### config.mk
export PLATFORM = sky130hd
export DESIGN_NAME = tfc_top
export DESIGN_NICKNAME = d
export VERILOG_FILES = /design/src/inc/tfc_pkg.sv /design/src/design/tfc_top.sv
export SDC_FILE = /design/constraint.sdc
export NUM_CORES = 1
export LEC_CHECK = 0
export BUFFER_PORTS_ARGS = -buffer_cell sky130_fd_sc_hd__buf_2
export CAP_MARGIN = 15
export CELL_PAD_IN_SITES_DETAIL_PLACEMENT = 1
export CELL_PAD_IN_SITES_GLOBAL_PLACEMENT = 1
export CORE_UTILIZATION = 50
export CTS_CLUSTER_SIZE = 8
export DETAILED_ROUTE_END_ITERATION = 16
export PLACE_DENSITY = 0.83
export SYNTH_ARGS = -nofsm -noshare
export SYNTH_HDL_FRONTEND = slang
export SYNTH_SLANG_ARGS = --single-unit
### constraint.sdc
create_clock -name sys_clk_in -period 8.7 [get_ports sys_clk_in]
set_input_delay 2.61 -clock sys_clk_in [delete_from_list [all_inputs] [get_ports sys_clk_in]]
set_output_delay 2.61 -clock sys_clk_in [all_outputs]
set_load 0.01 [all_outputs]
### src/inc/tfc_pkg.sv
package tfc_pkg;
    // geometry
    localparam int unsigned H_COLS      = 132;
    localparam int unsigned V_LINES     = 128;
    localparam logic [7:0]  H_LAST_COL  = 8'h83;  // column 131, counted from zero at the margin
    localparam logic [6:0]  V_FULL      = 7'h7f;  // last count before overflow
    // character codes, seven bits
    localparam logic [6:0]  CODE_ESC    = 7'h1b;  // 033 octal
    localparam logic [6:0]  CODE_SET_HT = 7'h31;  // 061 octal
    localparam logic [6:0]  CODE_CLR_HT = 7'h32;  // 062 octal
    localparam logic [6:0]  CODE_SET_VT = 7'h33;  // 063 octal
    localparam logic [6:0]  CODE_CLR_VT = 7'h34;  // 064 octal
    localparam logic [6:0]  CODE_HT     = 7'h09;  // 011 octal
    localparam logic [6:0]  CODE_VT     = 7'h0b;  // 013 octal
    localparam logic [6:0]  CODE_FF     = 7'h0c;  // 014 octal
    localparam logic [6:0]  CODE_LF     = 7'h0a;  // 0001010
    localparam logic [6:0]  CODE_CR     = 7'h0d;
    localparam logic [6:0]  CODE_BS     = 7'h08;
    localparam logic [6:0]  CODE_DEL    = 7'h7f;
    localparam logic [6:0]  CODE_SPACE  = 7'h20;  // 0100000
    // option clock of about 1.2 us per sequencer step
    localparam int unsigned CLK_NS      = 40;
    localparam int unsigned STEP_NS     = 1200;
    localparam int unsigned STEP_CYC    = STEP_NS / CLK_NS;
    localparam logic [4:0]  STEP_LAST   = 5'(STEP_CYC - 1);
    // reset values
    localparam logic [7:0]  H_RESET     = 8'h00;
    localparam logic [6:0]  V_RESET     = 7'h00;

    // what the sequencer is working on
    typedef enum logic [2:0]
    {
        TFC_IDLE  = 3'b000,  // waiting for a character
        TFC_CHAR  = 3'b001,  // four phases of a received character
        TFC_HTAB  = 3'b010,  // emitting spaces
        TFC_VTAB  = 3'b011,  // emitting line feeds to a stop
        TFC_FORM  = 3'b100,  // emitting line feeds to form origin
        TFC_HCLR  = 3'b101,  // erasing the horizontal store
        TFC_VCLR  = 3'b110   // erasing the vertical store
    } tfc_state_t;
endpackage

### src/design/tfc_top.sv
`timescale 1ns/10ps
module tfc_top
(
    input  wire logic               sys_clk_in,
    input  wire logic               rst_n_in,
    input  wire logic [6:0]         data_in,
    input  wire logic               char_available_in,
    input  wire logic [6:0]         form_preset_in,
    input  wire logic               form_origin_button_in,
    output logic      [6:0]         data_out,
    output logic                    data_oe_out,
    output logic                    char_strobe_out,
    output logic                    uart_block_out,
    output logic                    print_disable_out,
    output logic      [7:0]         hpos_out,
    output logic      [6:0]         vpos_out
);
    import tfc_pkg::*;

    tfc_state_t         state_r,   state_nxt;
    logic [4:0]         tick_r,    tick_nxt;
    logic [3:0]         phase_r,   phase_nxt;
    logic [7:0]         hcnt_r,    hcnt_nxt;
    logic [7:0]         hsave_r,   hsave_nxt;
    logic [6:0]         vcnt_r,    vcnt_nxt;
    logic [6:0]         vsave_r,   vsave_nxt;
    logic [6:0]         char_r,    char_nxt;
    logic               esc_r,     esc_nxt;
    logic               btn_r,     btn_nxt;
    logic               wake_r,    wake_nxt;
    logic [6:0]         dout_r,    dout_nxt;
    logic               oe_r,      oe_nxt;
    logic               stb_r,     stb_nxt;
    logic               hwe,       hwd;
    logic               vwe,       vwd;
    logic               step;
    logic               fwd_move;
    logic               is_lf;
    logic [H_COLS-1:0]  htab_store;
    logic [V_LINES-1:0] vtab_store;

    wire phase_one   = phase_r[0];
    wire phase_two   = phase_r[1];
    wire phase_three = phase_r[2];
    wire phase_four  = phase_r[3];

    // option clock divider; all sequencing waits on it so codes pace like the original
    assign step = (tick_r == STEP_LAST);

    // head move class of the latched character
    assign fwd_move = (char_r[6] | char_r[5]) & (char_r != CODE_DEL);
    assign is_lf    = (char_r == CODE_LF);

    // tab stores, one flip-flop per position, written from the counter address
    generate
        for (genvar i = 0; i < H_COLS; i++)
        begin : g_hstore
            always_ff @(posedge sys_clk_in or negedge rst_n_in)
            begin
                if (!rst_n_in)
                    htab_store[i] <= 1'b0;
                else if (hwe && hcnt_r == 8'(i))
                    htab_store[i] <= hwd;
            end
        end
        for (genvar j = 0; j < V_LINES; j++)
        begin : g_vstore
            always_ff @(posedge sys_clk_in or negedge rst_n_in)
            begin
                if (!rst_n_in)
                    vtab_store[j] <= 1'b0;
                else if (vwe && vcnt_r == 7'(j))
                    vtab_store[j] <= vwd;
            end
        end
    endgenerate

    // sequencer, counters, decoder and code generator
    always_comb
    begin
        state_nxt = state_r;
        tick_nxt  = step ? 5'h00 : tick_r + 5'h01;
        phase_nxt = phase_r;
        hcnt_nxt  = hcnt_r;
        hsave_nxt = hsave_r;
        vcnt_nxt  = vcnt_r;
        vsave_nxt = vsave_r;
        char_nxt  = char_r;
        esc_nxt   = esc_r;
        btn_nxt   = form_origin_button_in;
        wake_nxt  = 1'b0;
        dout_nxt  = dout_r;
        oe_nxt    = 1'b0;
        stb_nxt   = 1'b0;
        hwe       = 1'b0;
        hwd       = 1'b0;
        vwe       = 1'b0;
        vwd       = 1'b0;
        // button edge or wake-up loads the form preset; a line feed past V_FULL (LF, VT or FF) reloads it too
        if (wake_r || (form_origin_button_in && !btn_r))
            vcnt_nxt = form_preset_in;
        else if (step)
        begin
            case (state_r)
                TFC_IDLE:
                begin
                    // characters only accepted here, never mid-sequence
                    if (char_available_in)
                    begin
                        char_nxt  = data_in;
                        phase_nxt = 4'b0001;
                        state_nxt = TFC_CHAR;
                    end
                end
                TFC_CHAR:
                begin
                    phase_nxt = {phase_r[2:0], 1'b0};
                    if (phase_one)
                    begin
                        if (char_r == CODE_CR)
                            hcnt_nxt = H_RESET;
                        if (is_lf)
                        begin
                            // overflow reloads form length
                            vcnt_nxt = (vcnt_r == V_FULL) ? form_preset_in : vcnt_r + 7'h01;
                        end
                    end
                    if (phase_two && esc_r)
                    begin
                        // digit honoured only as the very next character
                        if (char_r == CODE_SET_HT)
                        begin
                            hwe = 1'b1;
                            hwd = 1'b1;
                        end
                        if (char_r == CODE_SET_VT)
                        begin
                            vwe = 1'b1;
                            vwd = 1'b1;
                        end
                    end
                    if (phase_three)
                    begin
                        // the digit itself still moves the head
                        if (char_r == CODE_BS && hcnt_r != H_RESET)
                            hcnt_nxt = hcnt_r - 8'h01;
                        else if (fwd_move && hcnt_r != H_LAST_COL)
                            hcnt_nxt = hcnt_r + 8'h01;
                    end
                    if (phase_four)
                    begin
                        state_nxt = TFC_IDLE;
                        // escape flag moves last so the clear dispatch below still sees it
                        esc_nxt   = (char_r == CODE_ESC);
                        if (char_r == CODE_HT)
                            state_nxt = TFC_HTAB;
                        else if (char_r == CODE_VT)
                            state_nxt = TFC_VTAB;
                        else if (char_r == CODE_FF)
                            state_nxt = TFC_FORM;
                        else if (esc_r && char_r == CODE_CLR_HT)
                        begin
                            hsave_nxt = hcnt_r;
                            hcnt_nxt  = H_RESET;
                            state_nxt = TFC_HCLR;
                        end
                        else if (esc_r && char_r == CODE_CLR_VT)
                        begin
                            vsave_nxt = vcnt_r;
                            vcnt_nxt  = V_RESET;
                            state_nxt = TFC_VCLR;
                        end
                    end
                end
                TFC_HTAB:
                begin
                    // stop at a set column or park at the margin
                    if (hcnt_r == H_LAST_COL || (htab_store[hcnt_r] && hcnt_r != hsave_r))
                        state_nxt = TFC_IDLE;
                    else
                    begin
                        dout_nxt  = CODE_SPACE;
                        oe_nxt    = 1'b1;
                        stb_nxt   = 1'b1;
                        hcnt_nxt  = hcnt_r + 8'h01;
                        hsave_nxt = 8'hff;
                    end
                end
                TFC_VTAB,
                TFC_FORM:
                begin
                    dout_nxt = CODE_LF;
                    oe_nxt   = 1'b1;
                    stb_nxt  = 1'b1;
                    if (vcnt_r == V_FULL)
                    begin
                        vcnt_nxt  = form_preset_in;
                        state_nxt = TFC_IDLE;
                    end
                    else
                    begin
                        vcnt_nxt = vcnt_r + 7'h01;
                        if (state_r == TFC_VTAB && vtab_store[vcnt_r + 7'h01])
                            state_nxt = TFC_IDLE;
                    end
                end
                TFC_HCLR:
                begin
                    hwe = 1'b1;
                    if (hcnt_r == H_LAST_COL)
                    begin
                        hcnt_nxt  = hsave_r;
                        state_nxt = TFC_IDLE;
                    end
                    else
                        hcnt_nxt = hcnt_r + 8'h01;
                end
                TFC_VCLR:
                begin
                    vwe = 1'b1;
                    if (vcnt_r == V_FULL)
                    begin
                        vcnt_nxt  = vsave_r;
                        state_nxt = TFC_IDLE;
                    end
                    else
                        vcnt_nxt = vcnt_r + 7'h01;
                end
                default:
                    state_nxt = TFC_IDLE;
            endcase
        end
        // a fresh HT starts its search past a stop the head sits on
        if (state_nxt == TFC_HTAB && state_r != TFC_HTAB)
            hsave_nxt = hcnt_nxt;
    end

    // register stage; wake flag pulses once after reset release
    always_ff @(posedge sys_clk_in or negedge rst_n_in)
    begin
        if (!rst_n_in)
        begin
            state_r <= TFC_IDLE;
            tick_r  <= 5'h00;
            phase_r <= 4'h0;
            hcnt_r  <= H_RESET;
            hsave_r <= H_RESET;
            vcnt_r  <= V_RESET;
            vsave_r <= V_RESET;
            char_r  <= 7'h00;
            esc_r   <= 1'b0;
            btn_r   <= 1'b0;
            wake_r  <= 1'b1;
            dout_r  <= 7'h00;
            oe_r    <= 1'b0;
            stb_r   <= 1'b0;
        end
        else
        begin
            state_r <= state_nxt;
            tick_r  <= tick_nxt;
            phase_r <= phase_nxt;
            hcnt_r  <= hcnt_nxt;
            hsave_r <= hsave_nxt;
            vcnt_r  <= vcnt_nxt;
            vsave_r <= vsave_nxt;
            char_r  <= char_nxt;
            esc_r   <= esc_nxt;
            btn_r   <= btn_nxt;
            wake_r  <= wake_nxt;
            dout_r  <= dout_nxt;
            oe_r    <= oe_nxt;
            stb_r   <= stb_nxt;
        end
    end

    // output flops; uart block covers every running sequence
    always_ff @(posedge sys_clk_in or negedge rst_n_in)
    begin
        if (!rst_n_in)
        begin
            uart_block_out    <= 1'b0;
            print_disable_out <= 1'b0;
        end
        else
        begin
            uart_block_out    <= (state_nxt != TFC_IDLE);
            print_disable_out <= (hcnt_nxt == H_LAST_COL);
        end
    end

    assign data_out        = dout_r;
    assign data_oe_out     = oe_r;
    assign char_strobe_out = stb_r;
    assign hpos_out        = hcnt_r;
    assign vpos_out        = vcnt_r;
endmodule

Yosys cells after proc, flatten, opt, wreduce, memory -nomap -nowiden:

Cells that the tools add are included.

* register bits after elaboration: 322
* bits of input ports: 18
* output and inout port bits: 26
* logic and storage cells: 952

* add/subtract/negate cells: 4
* order comparisons: 2
* equal/unequal tests: 291
* muxes and demuxes: 82
* bitwise logic cells: 7
* reduce and logical (&&, ||, !) cells: 291

Operators by type and width (number)
* 8-bit by 7-bit == test with 1-bit output (second input constant): 64
* 7-bit == test (second input constant): 64
* 1-bit logical AND: 269
* 8-bit by 6-bit == test with 1-bit output (second input constant): 32
* 7-bit by 6-bit == test with 1-bit output (second input constant): 36
* 8-bit 2-to-1 mux: 23
* 8-bit by 5-bit == test with 1-bit output (second input constant): 16
* 7-bit by 5-bit == test with 1-bit output (second input constant): 17
* 7-bit by 4-bit == test with 1-bit output (second input constant): 14
* 7-bit 2-to-1 mux: 13
* 8-bit by 4-bit == test with 1-bit output (second input constant): 8
* 3-bit 2-to-1 mux: 14
* 8-bit == test (second input constant): 5
* 8-bit by 3-bit == test with 1-bit output (second input constant): 4
* 7-bit by 3-bit == test with 1-bit output (second input constant): 4
* 8-bit one-hot mux with 3 select lines: 1
* 7-bit one-hot mux with 3 select lines: 1
* 1-bit 2-to-1 mux: 19
* 3-bit != test (second input constant): 6
* 3-bit one-hot mux with 6 select lines: 1
* 9-bit AND reduction: 2
* 8-bit by 2-bit == test with 1-bit output (second input constant): 2
* 8-bit one-hot mux with 2 select lines: 1
* 4-bit AND reduction: 4
* 40 further kinds: 57

Logic depth before layout (Yosys ltp):

Gate-level depths: netlist (run 1).

* depth after elaboration: 15
* depth in mapped cells: 17
* mapped depth without buffers: 11

Least setup slack after synthesis (run 1):

Ideal clock, no wire load.

* path kind: input -> register
* start: in form_origin_button_in
* end: reg htab_store[3]
* setup time: 135 ps
* arrival time: 4524 ps
* data required time: 8565 ps
* slack: 4041 ps
* stages: 10
* buffers on the path: 3
* cells stage by stage: nand2b_1 and3_1 buf_2 o21ai_1 nor3_1 buf_2 nand3_1 clkbuf_1 o21ai_0 o31ai_1

* cells in the longest elaborated chain, start to end: 4

RTL lines
* start, declared: line tfc_top.sv:9 `input wire logic form_origin_button_in,`
* 1-bit logical AND (*): line tfc_top.sv:100 `if (wake_r || (form_origin_button_in && !btn_r))`
* 1-bit logical OR (*): line tfc_top.sv:100
* 1-bit 2-to-1 mux: line tfc_top.sv:100
* 1-bit logical AND: line tfc_top.sv:62 `else if (hwe && hcnt_r == 8'(i))`
* end signal, assigned by index: line tfc_top.sv:63 `htab_store[i] <= hwd;`
* end, declared: line tfc_top.sv:39 `logic [H_COLS-1:0] htab_store;`

Mark *: on every way between the ends. The rest lies on a longest branch, timed or not.
A chain may end at the register's enable or synchronous reset.

Worst setup path in the final report (run 1):

* start: reg vcnt_r[0], in the netlist vpos_out[0]
* end: reg hsave_r[1]

* cells in the longest elaborated chain, start to end: 13

RTL lines
* start, declared: line tfc_top.sv:25 `logic [6:0] vcnt_r, vcnt_nxt;`
* start signal, assigned: line tfc_top.sv:265 `vcnt_r <= vcnt_nxt;`
* 7-bit by 1-bit adder with 7-bit output: line tfc_top.sv:203 `if (state_r == TFC_VTAB && vtab_store[vcnt_r + 7'h01])`
* 1-bit binary-select mux with 7-bit select: line tfc_top.sv:203
* 1-bit 2-to-1 mux (not written as such): line tfc_top.sv:203
* 1-bit logical AND: line tfc_top.sv:203
* 3-bit 2-to-1 mux: line tfc_top.sv:203
* 3-bit 2-to-1 mux: line tfc_top.sv:195 `if (vcnt_r == V_FULL)`
* 3-bit one-hot mux with 6 select lines (*): line tfc_top.sv:104 `case (state_r)`
* 3-bit 2-to-1 mux (*): line tfc_top.sv:102 `else if (step)`
* 3-bit 2-to-1 mux (*): line tfc_top.sv:100
* 3-bit by 2-bit == test with 1-bit output (*): line tfc_top.sv:234 `if (state_nxt == TFC_HTAB && state_r != TFC_HTAB)`
* 1-bit logical AND (*): line tfc_top.sv:234
* 3-bit != test (no line), or another cell as far along
* 9-bit AND reduction (no line)
* end signal, assigned: line tfc_top.sv:264 `hsave_r <= hsave_nxt;`
* end, declared: line tfc_top.sv:24 `logic [7:0] hsave_r, hsave_nxt;`

Mark *: on every way between the ends. The rest lies on a longest branch, timed or not. The select of a mux whose other input is x is not followed.

==> results.yml, run 1 <==
pwr:
  power.share.switching_pct: 25.50
  power_density_nw_per_um2: 175.0
  seqPwrFrac_pct: 44.7
  p_leak_uw: 0.008225
  peakVddDrop_uv: 162.2
  p_comb_share_pct: 7.8
  power.internal_uw: 2504
  p_sw_uw: 857.1
  p_clk_share_pct: 47.5
synth:
  synth_cell_types: 86
  syn_inst: 1683
  synthArstFlopShare_pct: 100.0
  synth_area_um2: 17540
  synth-edff-count: 0
  synth_warnings: 0
  synth_seq_area_share_pct: 45.22
  synth-seq-cells: 317
  ys.flop_type: "dfrtp_1"
  avgSynthCellArea_um2: 10.42
cts:
  hold_buffers: 0
  cts_setup_buffers: 0
  cts_resized: 0
  path_clk_slew_ns: 0.05
  clock_path_buffers: 3
  cts_tree: "yes"
  worstSkewPairLatency_ns: 0.60
  htreeDepth: 2
  cts.sinks: 317
  clock-root-buffer: "clkbuf_16"
  cts_buffers: 45
critical_path:
  cp-start-kind: "flop"
  r2r-start: "vpos_out[0]"
  r2r_setup_slack_ns: 3.53
  cp-endpoint: "hsave_r[1]"
  reg2reg_depth: 11
  path_max_fanout: 45
  crit_required_ns: 9.20
  critPathLaunch: "vpos_out[0]"
  rr_endpoint: "hsave_r[1]"
  end_kind: "flop"
  arrival_ns: 5.66
  crit_type: "flop to flop"
timing:
  hold_viol: 0
  tns_ns: 0
  period_needed_ns: 5.165
  fmax_mhz: 193.6
  slew_headroom_pct: 15.80
  worst_slew_pin_slew_ns: 1.253
  setup_viol: 0
  holdWs_ns: 0.4850
  post-route-period-util_pct: 59.37
  fin_skew_ns: 0.03947
  rsz0062_at_grt: "no"
  slew_viol_final: 0
global_route:
  grt_max_degree: 162
  antenna_found_initial: 0
  grt_overflow: 0
  grt_pass1_vias: 15210
  grt_pass1_wl_um: 87640
  globalRouteTotalUtil_pct: 31.29
detailed_routing:
  vias: 14280
  wirelength_um: 55180
  post_drt_wl_per_cell_um: 26.03
  drt_first_pass_iters: 5
  detail-route-antenna-nets: 0
  drc: 0
  drt_iter0_drc: 1317
  routed_via_density: 6.734
die:
  die-area_um2: 35840
  ioPinCount: 44
  core_um2: 34540
  start_util_pct: 50.79
  rows: 68
  die_w_um: 189.3
  die_h_um: 189.3
placed_design:
  gp_congestion: 0.9201
  port_buffers: 39
  hpwl_um: 33360
finish:
  layout_common_cells: "dfrtp_1 (314), nand2_1 (217), o21ai_0 (161)"
  fin_nets: 1683
  drive_gt1_share_pct: 20.12
  diodes: 0
  final_common_cell: "dfrtp_1"
  syn_to_final_growth_pct: 9.485
job:
  drv_cap: 0
status:
  status: "complete, no violations"
min_path:
  hold_class: "flop to flop"
[area by class of cell]
type                       instances  area (um^2)
fill                            3681        15330
multi-input combinational       1199         8911
inverter                          24        90.09
timing repair buffer              67        476.7
tap                              455        569.3
sequential                       317         7936
clock inverter                     2        36.28
clock buffer                      56         1189
[critical path, stage by stage, from the launching register on]
cell and delay [ns]:
dfrtp_2 0.34, buf_4 0.65, ha_1 0.76, and3_1 0.33, xnor2_1 0.48, mux4_2 0.68
o2111ai_1 0.24, o31ai_1 0.15, nor4_1 0.61, o21ai_1 0.22, o21ai_2 0.38, a2bb2oi_1 0.20
[state kept, by name, summed over array words and instances, names as in the netlist, 2 cells and up]
name / flops
char_r: 7
data_out: 2
hpos_out: 8
hsave_r: 8
htab_store: 132
phase_r: 4
state_r: 3
tick_r: 5
vpos_out: 7
vsave_r: 7
vtab_store: 128
[cells by family after synthesis]
group | synth area share (%)
AOI/OAI and AO/OA | 17.09
xor gates and xnor gates | 1.198
adders and majority gates | 0.7845
buffers and inverters | 4.329
DFF | 45.22
muxes | 19.21
other | 0.02137
and+or+nand+nor | 12.15
[cell usage after synthesis (all sizes together), types with 11 or more instances]
cell type,count,area (um^2)
and3,11,68.82
a31oi,11,68.82
nor3,20,100.1
o31ai,126,945.9
clkbuf,118,442.9
nand2b,11,68.82
xor2,11,96.34
nand4,16,100.1
a22oi,15,112.6
nor2,80,300.3
ha,11,137.6
a21oi,35,182.7
mux2i,36,360.4
o21ai,171,867.1
dfrtp,316,7908
and2,12,75.08
nand3,53,265.3
mux4,58,1355
mux2,147,1655
xnor2,13,113.9
inv,21,78.83
nand2,217,814.5
buf,29,226.5
[per-layer routing]
layer | wire (um) | global-route usage [%] | up-vias | part of all wire (%)
met5 | 0 | 0 | - | 0
met1 | 22900 | 41.41 | 7333 | 41
met3 | 3925 | 6.358 | 161 | 7.1
li1 | - | - | 6155 | -
met2 | 26470 | 50.31 | 627 | 48
met4 | 1892 | 12.66 | 0 | 3.4
[worst min-delay path by stage]
stage,startpoint,end,slack [ns],cells past startpoint
2_1_floorplan,htab_store[15],htab_store[15],0.44,2
5_1_grt,tick_r[4],tick_r[4],0.50,1
4_1_cts,tick_r[4],tick_r[4],0.49,1
3_5_place_dp,tick_r[4],tick_r[4],0.48,1
6_report,tick_r[4],tick_r[4],0.48,1
3_3_place_gp,htab_store[79],htab_store[79],0.47,2
[power groups by stage]
stage	Combinational [uW]	Sequential, uW	Clock, uW
after global routing	279	1500	1670
final	262	1500	1600
after floorplan	155	1510	0
after CTS	256	1500	1620
after global placement	246	1520	0
after detailed placement	252	1520	0
[per-stage QoR]
step / power [uW] / utilization (%) / instance area, um^2 / setup slack, ns / std cells
after floorplan: 1670 / - / 17560 / 4.041 / 1687
after global placement: 1770 / 51.80 / 17890 / 3.487 / 2057
after detailed placement: 1777 / 51.80 / 17890 / 3.294 / 2057
after CTS: 3378 / 55.35 / 19120 / 3.589 / 2115
after global routing: 3454 / 55.61 / 19210 / 3.267 / 2120
final: 3361 / 55.61 / 19210 / 3.535 / 2120
No activity file was read; power rests on OpenSTA's default activity.
==> inputs of run 2 (changes only) <==
- clock period: 8.7 -> 4.8 ns (I/O delays scaled with it)
==> run 2 against run 1 <==
Routed wire length rose by 3.6%. Worst hold slack better by 0.0039 ns. Combinational power increased by 89%. Sequential power up 81%. Setup slack lost 3.2 ns. Fmax increased by 16%. Global-route usage increased by 1.2 points. Via count grew 2.0%. Cell count rose by 1.2%. Cell area rose by 1.1%. Flip-flop and latch count unchanged. Non-clock buffer count rose by 22. Critical endpoint is now hsave_r[7]. Highest routed layer unchanged.
==> results.yml, run 2 (same netlist as run 1, synthesis figures left out) <==
finish:
  reg.largest.list: "htab_store: 132 flops, vtab_store: 128 flops"
  nFillCells: 3672
  diodes: 0
  syn_to_final_growth_pct: 10.65
  top_register: "htab_store"
  fin_nets: 1705
  final_common_cell: "dfrtp_1"
  drive_gt1_share_pct: 21.12
  layout_common_cells: "dfrtp_1 (314), nand2_1 (217), o21ai_0 (161)"
  multiInputGateArea_um2: 8909
  largest_reg_flops: 132
  seqCellArea_um2: 7936
critical_path:
  worst_path_max_delay_cell: "xor2_1"
  arrival_ns: 4.96
  cp_slowest_stage_delay_ns: 0.78
  end_kind: "flop"
  path_max_fanout: 15
  crit_type: "flop to flop"
  rr_endpoint: "hsave_r[7]"
  crit_chain: "buf_4 -> and3_1 -> xor2_1 -> mux4_2 -> nor2_1 -> o31ai_1 -> nor4_1 -> o21ai_1 -> o21ai_2 -> a2bb2oi_1"
  reg2reg_depth: 10
  crit_required_ns: 5.30
  r2r_setup_slack_ns: 0.34
  r2r-start: "vpos_out[0]"
  cp-start-kind: "flop"
detailed_routing:
  vias: 14560
  routed_via_density: 6.788
  drc: 0
  wirelength_um: 57160
  post_drt_wl_per_cell_um: 26.65
  drt_first_pass_iters: 5
  drt_iter0_drc: 1334
  detail-route-antenna-nets: 0
timing:
  period_needed_ns: 4.463
  worst_slew_pin_slew_ns: 1.162
  fmax_mhz: 224.1
  setup_viol: 0
  tns_ns: 0
  slew_viol_final: 0
  rsz0062_at_grt: "no"
  slew_headroom_pct: 22.14
  post-route-period-util_pct: 92.97
  fin_skew_ns: 0.01926
  hold_viol: 0
cts:
  worstSkewPairLatency_ns: 0.59
  cts_resized: 0
  cts.sinks: 317
  cts_tree: "yes"
  htreeDepth: 2
  path_clk_slew_ns: 0.05
  clock_path_buffers: 3
  hold_buffers: 0
  cts_buffers: 45
  cts_setup_buffers: 0
  clock-root-buffer: "clkbuf_16"
pwr:
  peakVddDrop_uv: 235.4
  power_density_nw_per_um2: 318.1
  total_power_uw: 6175
  p_leak_uw: 0.008349
global_route:
  grt_pass1_wl_um: 90080
  grt_pass1_vias: 15170
  antenna_found_initial: 0
  grt_max_degree: 129
  globalRouteTotalUtil_pct: 32.46
  grt_overflow: 0
status:
  status: "complete, no violations"
placed_design:
  hpwl_um: 36660
  port_buffers: 39
  gp_congestion: 0.9250
die:
  rows: 68
  core_um2: 34540
  die_h_um: 189.3
  die_w_um: 189.3
  start_util_pct: 50.79
  die-area_um2: 35840
  ioPinCount: 44
min_path:
  hold_end: "htab_store[131]"
  hold_class: "flop to flop"
  hold_start: "htab_store[131]"
  holdPathStages: 2
job:
  drv_cap: 0
==> run 2: cell type report <==
cell class / count / share of cell area (%)
Clock buffer: 59 / 6.233
Clock inverter: 2 / 0.1869
Inverter: 24 / 0.4641
Multi-Input combinational cell: 1199 / 45.89
Sequential cell: 317 / 40.88
Tap cell: 455 / 2.933
Timing Repair Buffer: 89 / 3.410
==> run 2: stage by stage <==
stage	utilization [%]	setup slack (ns)	hold slack [ns]	instances	instance area (um^2)
floorplan	-	0.4963	0.4408	1687	17560
global placement	52.41	0.7572	0.4676	2080	18100
detailed placement	52.41	0.5555	0.4795	2080	18100
CTS	56.02	0.4567	0.4883	2141	19350
global route	56.20	0.1452	0.5012	2145	19410
finish	56.20	0.3373	0.4889	2145	19410
==> run 2: worst max path at each step <==
stage                      from          to  slack [ns]  depth (start not counted)
floorplan           vpos_out[0]  hsave_r[1]        0.50                         15
global placement    vpos_out[0]  hsave_r[4]        0.76                         10
detailed placement  vpos_out[0]  hsave_r[7]        0.56                         10
CTS                 vpos_out[0]  hsave_r[7]        0.46                         10
global route        vpos_out[4]  hsave_r[7]        0.15                          9
finish              vpos_out[0]  hsave_r[7]        0.34                         10
==> run 2: routing by layer <==
metal / global-route usage [%] / routed length (um) / up-vias
li1: - / - / 6222
met1: 43.92 / 24200 / 7549
met2: 51.97 / 26970 / 607
met3: 5.394 / 3686 / 182
met4: 13.28 / 2298 / 0
met5: 0 / 0 / -
==> run 2: critical path: cells and delay by family, from the launching register on <==
family                    cells  cell delay (ns)
AOI/OAI and AO/OA             4             0.93
xor gates and xnor gates      1             0.78
buffers and inverters         1             0.37
DFF                           1             0.47
muxes                         1             0.66
and+or+nand+nor               3             1.16
==> run 2: where the power goes <==
group	total [uW]	internal [uW]	switching [uW]
Sequential	2720	2690	35.0
Combinational	494	154	340
Clock	2960	1740	1220
Total	6170	4580	1600
==> inputs of run 3 (changes only) <==
- CORE_UTILIZATION: 50 -> 40
- PLACE_DENSITY: 0.83 -> 0.69
- clock period: 4.8 -> 5.3 ns (I/O delays scaled with it)
==> run 3 against run 2 <==
Setup slack improved by 0.57 ns. Routed wire length fell by 9.1%. First-iteration DRC count fell by 27%. Non-clock buffer count fell by 12. Via count fell by 5.9%. Clock-buffer cell count fell by 4. Critical path type unchanged.
==> results.yml, run 3 (same netlist as run 1, synthesis figures left out) <==
timing:
  setup_viol: 0
  slew_viol_final: 0
  worst_slew_pin_slew_ns: 1.169
  hold_viol: 0
  fmax_mhz: 227.8
  rsz0062_at_grt: "no"
  period_needed_ns: 4.390
  fin_skew_ns: 0.02253
  tns_ns: 0
  post-route-period-util_pct: 82.83
  slew_headroom_pct: 22.05
pwr:
  power.share.switching_pct: 25.23
  p_sw_uw: 1387
  power.internal_uw: 4111
  power_density_nw_per_um2: 282.4
  p_clk_share_pct: 47.5
  p_comb_share_pct: 7.4
  p_leak_uw: 0.008280
  seqPwrFrac_pct: 45.1
  peakVddDrop_uv: 196.8
critical_path:
  worst_path_dominant_cell_family: "compound AO/OA/AOI/OAI gates"
  path_buf_inv: 0
  path_max_fanout: 16
  end_kind: "flop"
  crit_required_ns: 5.79
  crit_type: "flop to flop"
  crit_chain: "ha_1 -> and3_1 -> xnor2_1 -> mux4_2 -> o2111ai_1 -> o31ai_1 -> nor4_1 -> o21ai_1 -> o21ai_2 -> a2bb2oi_1"
  cp_slowest_stage_delay_ns: 0.71
  arrival_ns: 4.88
  worst_path_max_delay_cell: "xnor2_1"
  cp-start-kind: "flop"
die:
  core_um2: 43170
  die-area_um2: 44700
  die_w_um: 211.4
  rows: 76
  die_h_um: 211.4
  start_util_pct: 40.64
  ioPinCount: 44
cts:
  cts.sinks: 317
  cts_buffers: 45
  hold_buffers: 0
  clock_path_buffers: 3
  worstSkewPairLatency_ns: 0.57
  cts_resized: 0
  htreeDepth: 2
  clock-root-buffer: "clkbuf_16"
  path_clk_slew_ns: 0.05
  cts_setup_buffers: 0
  cts_tree: "yes"
placed_design:
  gp_congestion: 0.8683
  port_buffers: 39
  hpwl_um: 33820
global_route:
  grt_pass1_wl_um: 83460
  grt_overflow: 0
  grt_pass1_vias: 14300
  grt_max_degree: 129
  antenna_found_initial: 0
  globalRouteTotalUtil_pct: 23.83
finish:
  syn_to_final_growth_pct: 10.99
  nFillCells: 4784
  largest_reg_flops: 132
  diodes: 0
  drive_gt1_share_pct: 20.60
  fin_util_pct: 45.10
  layout_common_cells: "dfrtp_1 (314), nand2_1 (217), o21ai_0 (161)"
  seqCellArea_um2: 7936
  fin_nets: 1693
  top_register: "htab_store"
  final_common_cell: "dfrtp_1"
  multiInputGateArea_um2: 8909
  reg.largest.list: "htab_store: 132 flops, vtab_store: 128 flops"
status:
  status: "complete, no violations"
min_path:
  hold_class: "flop to flop"
detailed_routing:
  routed_via_density: 6.061
  drt_first_pass_iters: 7
  wirelength_um: 51930
  detail-route-antenna-nets: 0
  drt_iter0_drc: 976
  drc: 0
  post_drt_wl_per_cell_um: 22.98
  vias: 13700
job:
  drv_cap: 0
## run 3: cell type report
cell class	instances	share of cell area [%]
Tap cell	585	3.759
Inverter	24	0.4626
Clock buffer	55	6.027
Clock inverter	3	0.3534
Multi-Input combinational cell	1199	45.75
Timing Repair Buffer	77	2.891
Sequential cell	317	40.76
## run 3: per-layer routing
| layer | vias up | wire, um | share of wire (%) | global-route usage (%) |
|---|---|---|---|---|
| met2 | 342 | 24520 | 47 | 38.15 |
| met5 | - | 0 | 0 | 0 |
| met4 | 0 | 1135 | 2.2 | 6.947 |
| li1 | 6183 | - | - | - |
| met1 | 7082 | 24020 | 46 | 33.70 |
| met3 | 91 | 2254 | 4.3 | 3.115 |
## run 3: final timing paths
check	from	endpoint	slack [ns]	cells after the start
setup / recovery	vpos_out[1]	hsave_r[1]	0.91	10
hold / removal	htab_store[79]	htab_store[79]	0.49	2
setup reg to reg	vpos_out[1]	hsave_r[1]	0.91	10
hold reg to reg	htab_store[79]	htab_store[79]	0.49	2
max in group asynchronous	rst_n_in	htab_store[27]	3.24	2
min in group asynchronous	rst_n_in	tick_r[3]	1.01	1
## run 3: metrics by stage
step	setup WS (ns)	hold WS [ns]	power [uW]	cell area (um^2)	instances
2_1_floorplan	0.9963	0.4408	2741	17560	1687
3_3_place_gp	0.9324	0.4675	2919	18180	2198
3_5_place_dp	0.8881	0.4801	2924	18180	2198
4_1_cts	0.9259	0.5000	5567	19420	2256
5_1_grt	0.7064	0.5070	5691	19470	2260
6_report	0.9102	0.4943	5498	19470	2260
## run 3: power groups by stage
stage                     clock network, uW  registers [uW]  logic (uW)
after global routing                   2770            2480         444
after floorplan                           0            2490         255
after global placement                    0            2510         405
final                                  2610            2480         410
after detailed placement                  0            2520         408
after CTS                              2680            2480         410
## run 3: worst min-delay path, cell delays in order, from the launching register on
cell	delay, ns
dfrtp_1	0.34
nand2_1	0.05
o21ai_0	0.07
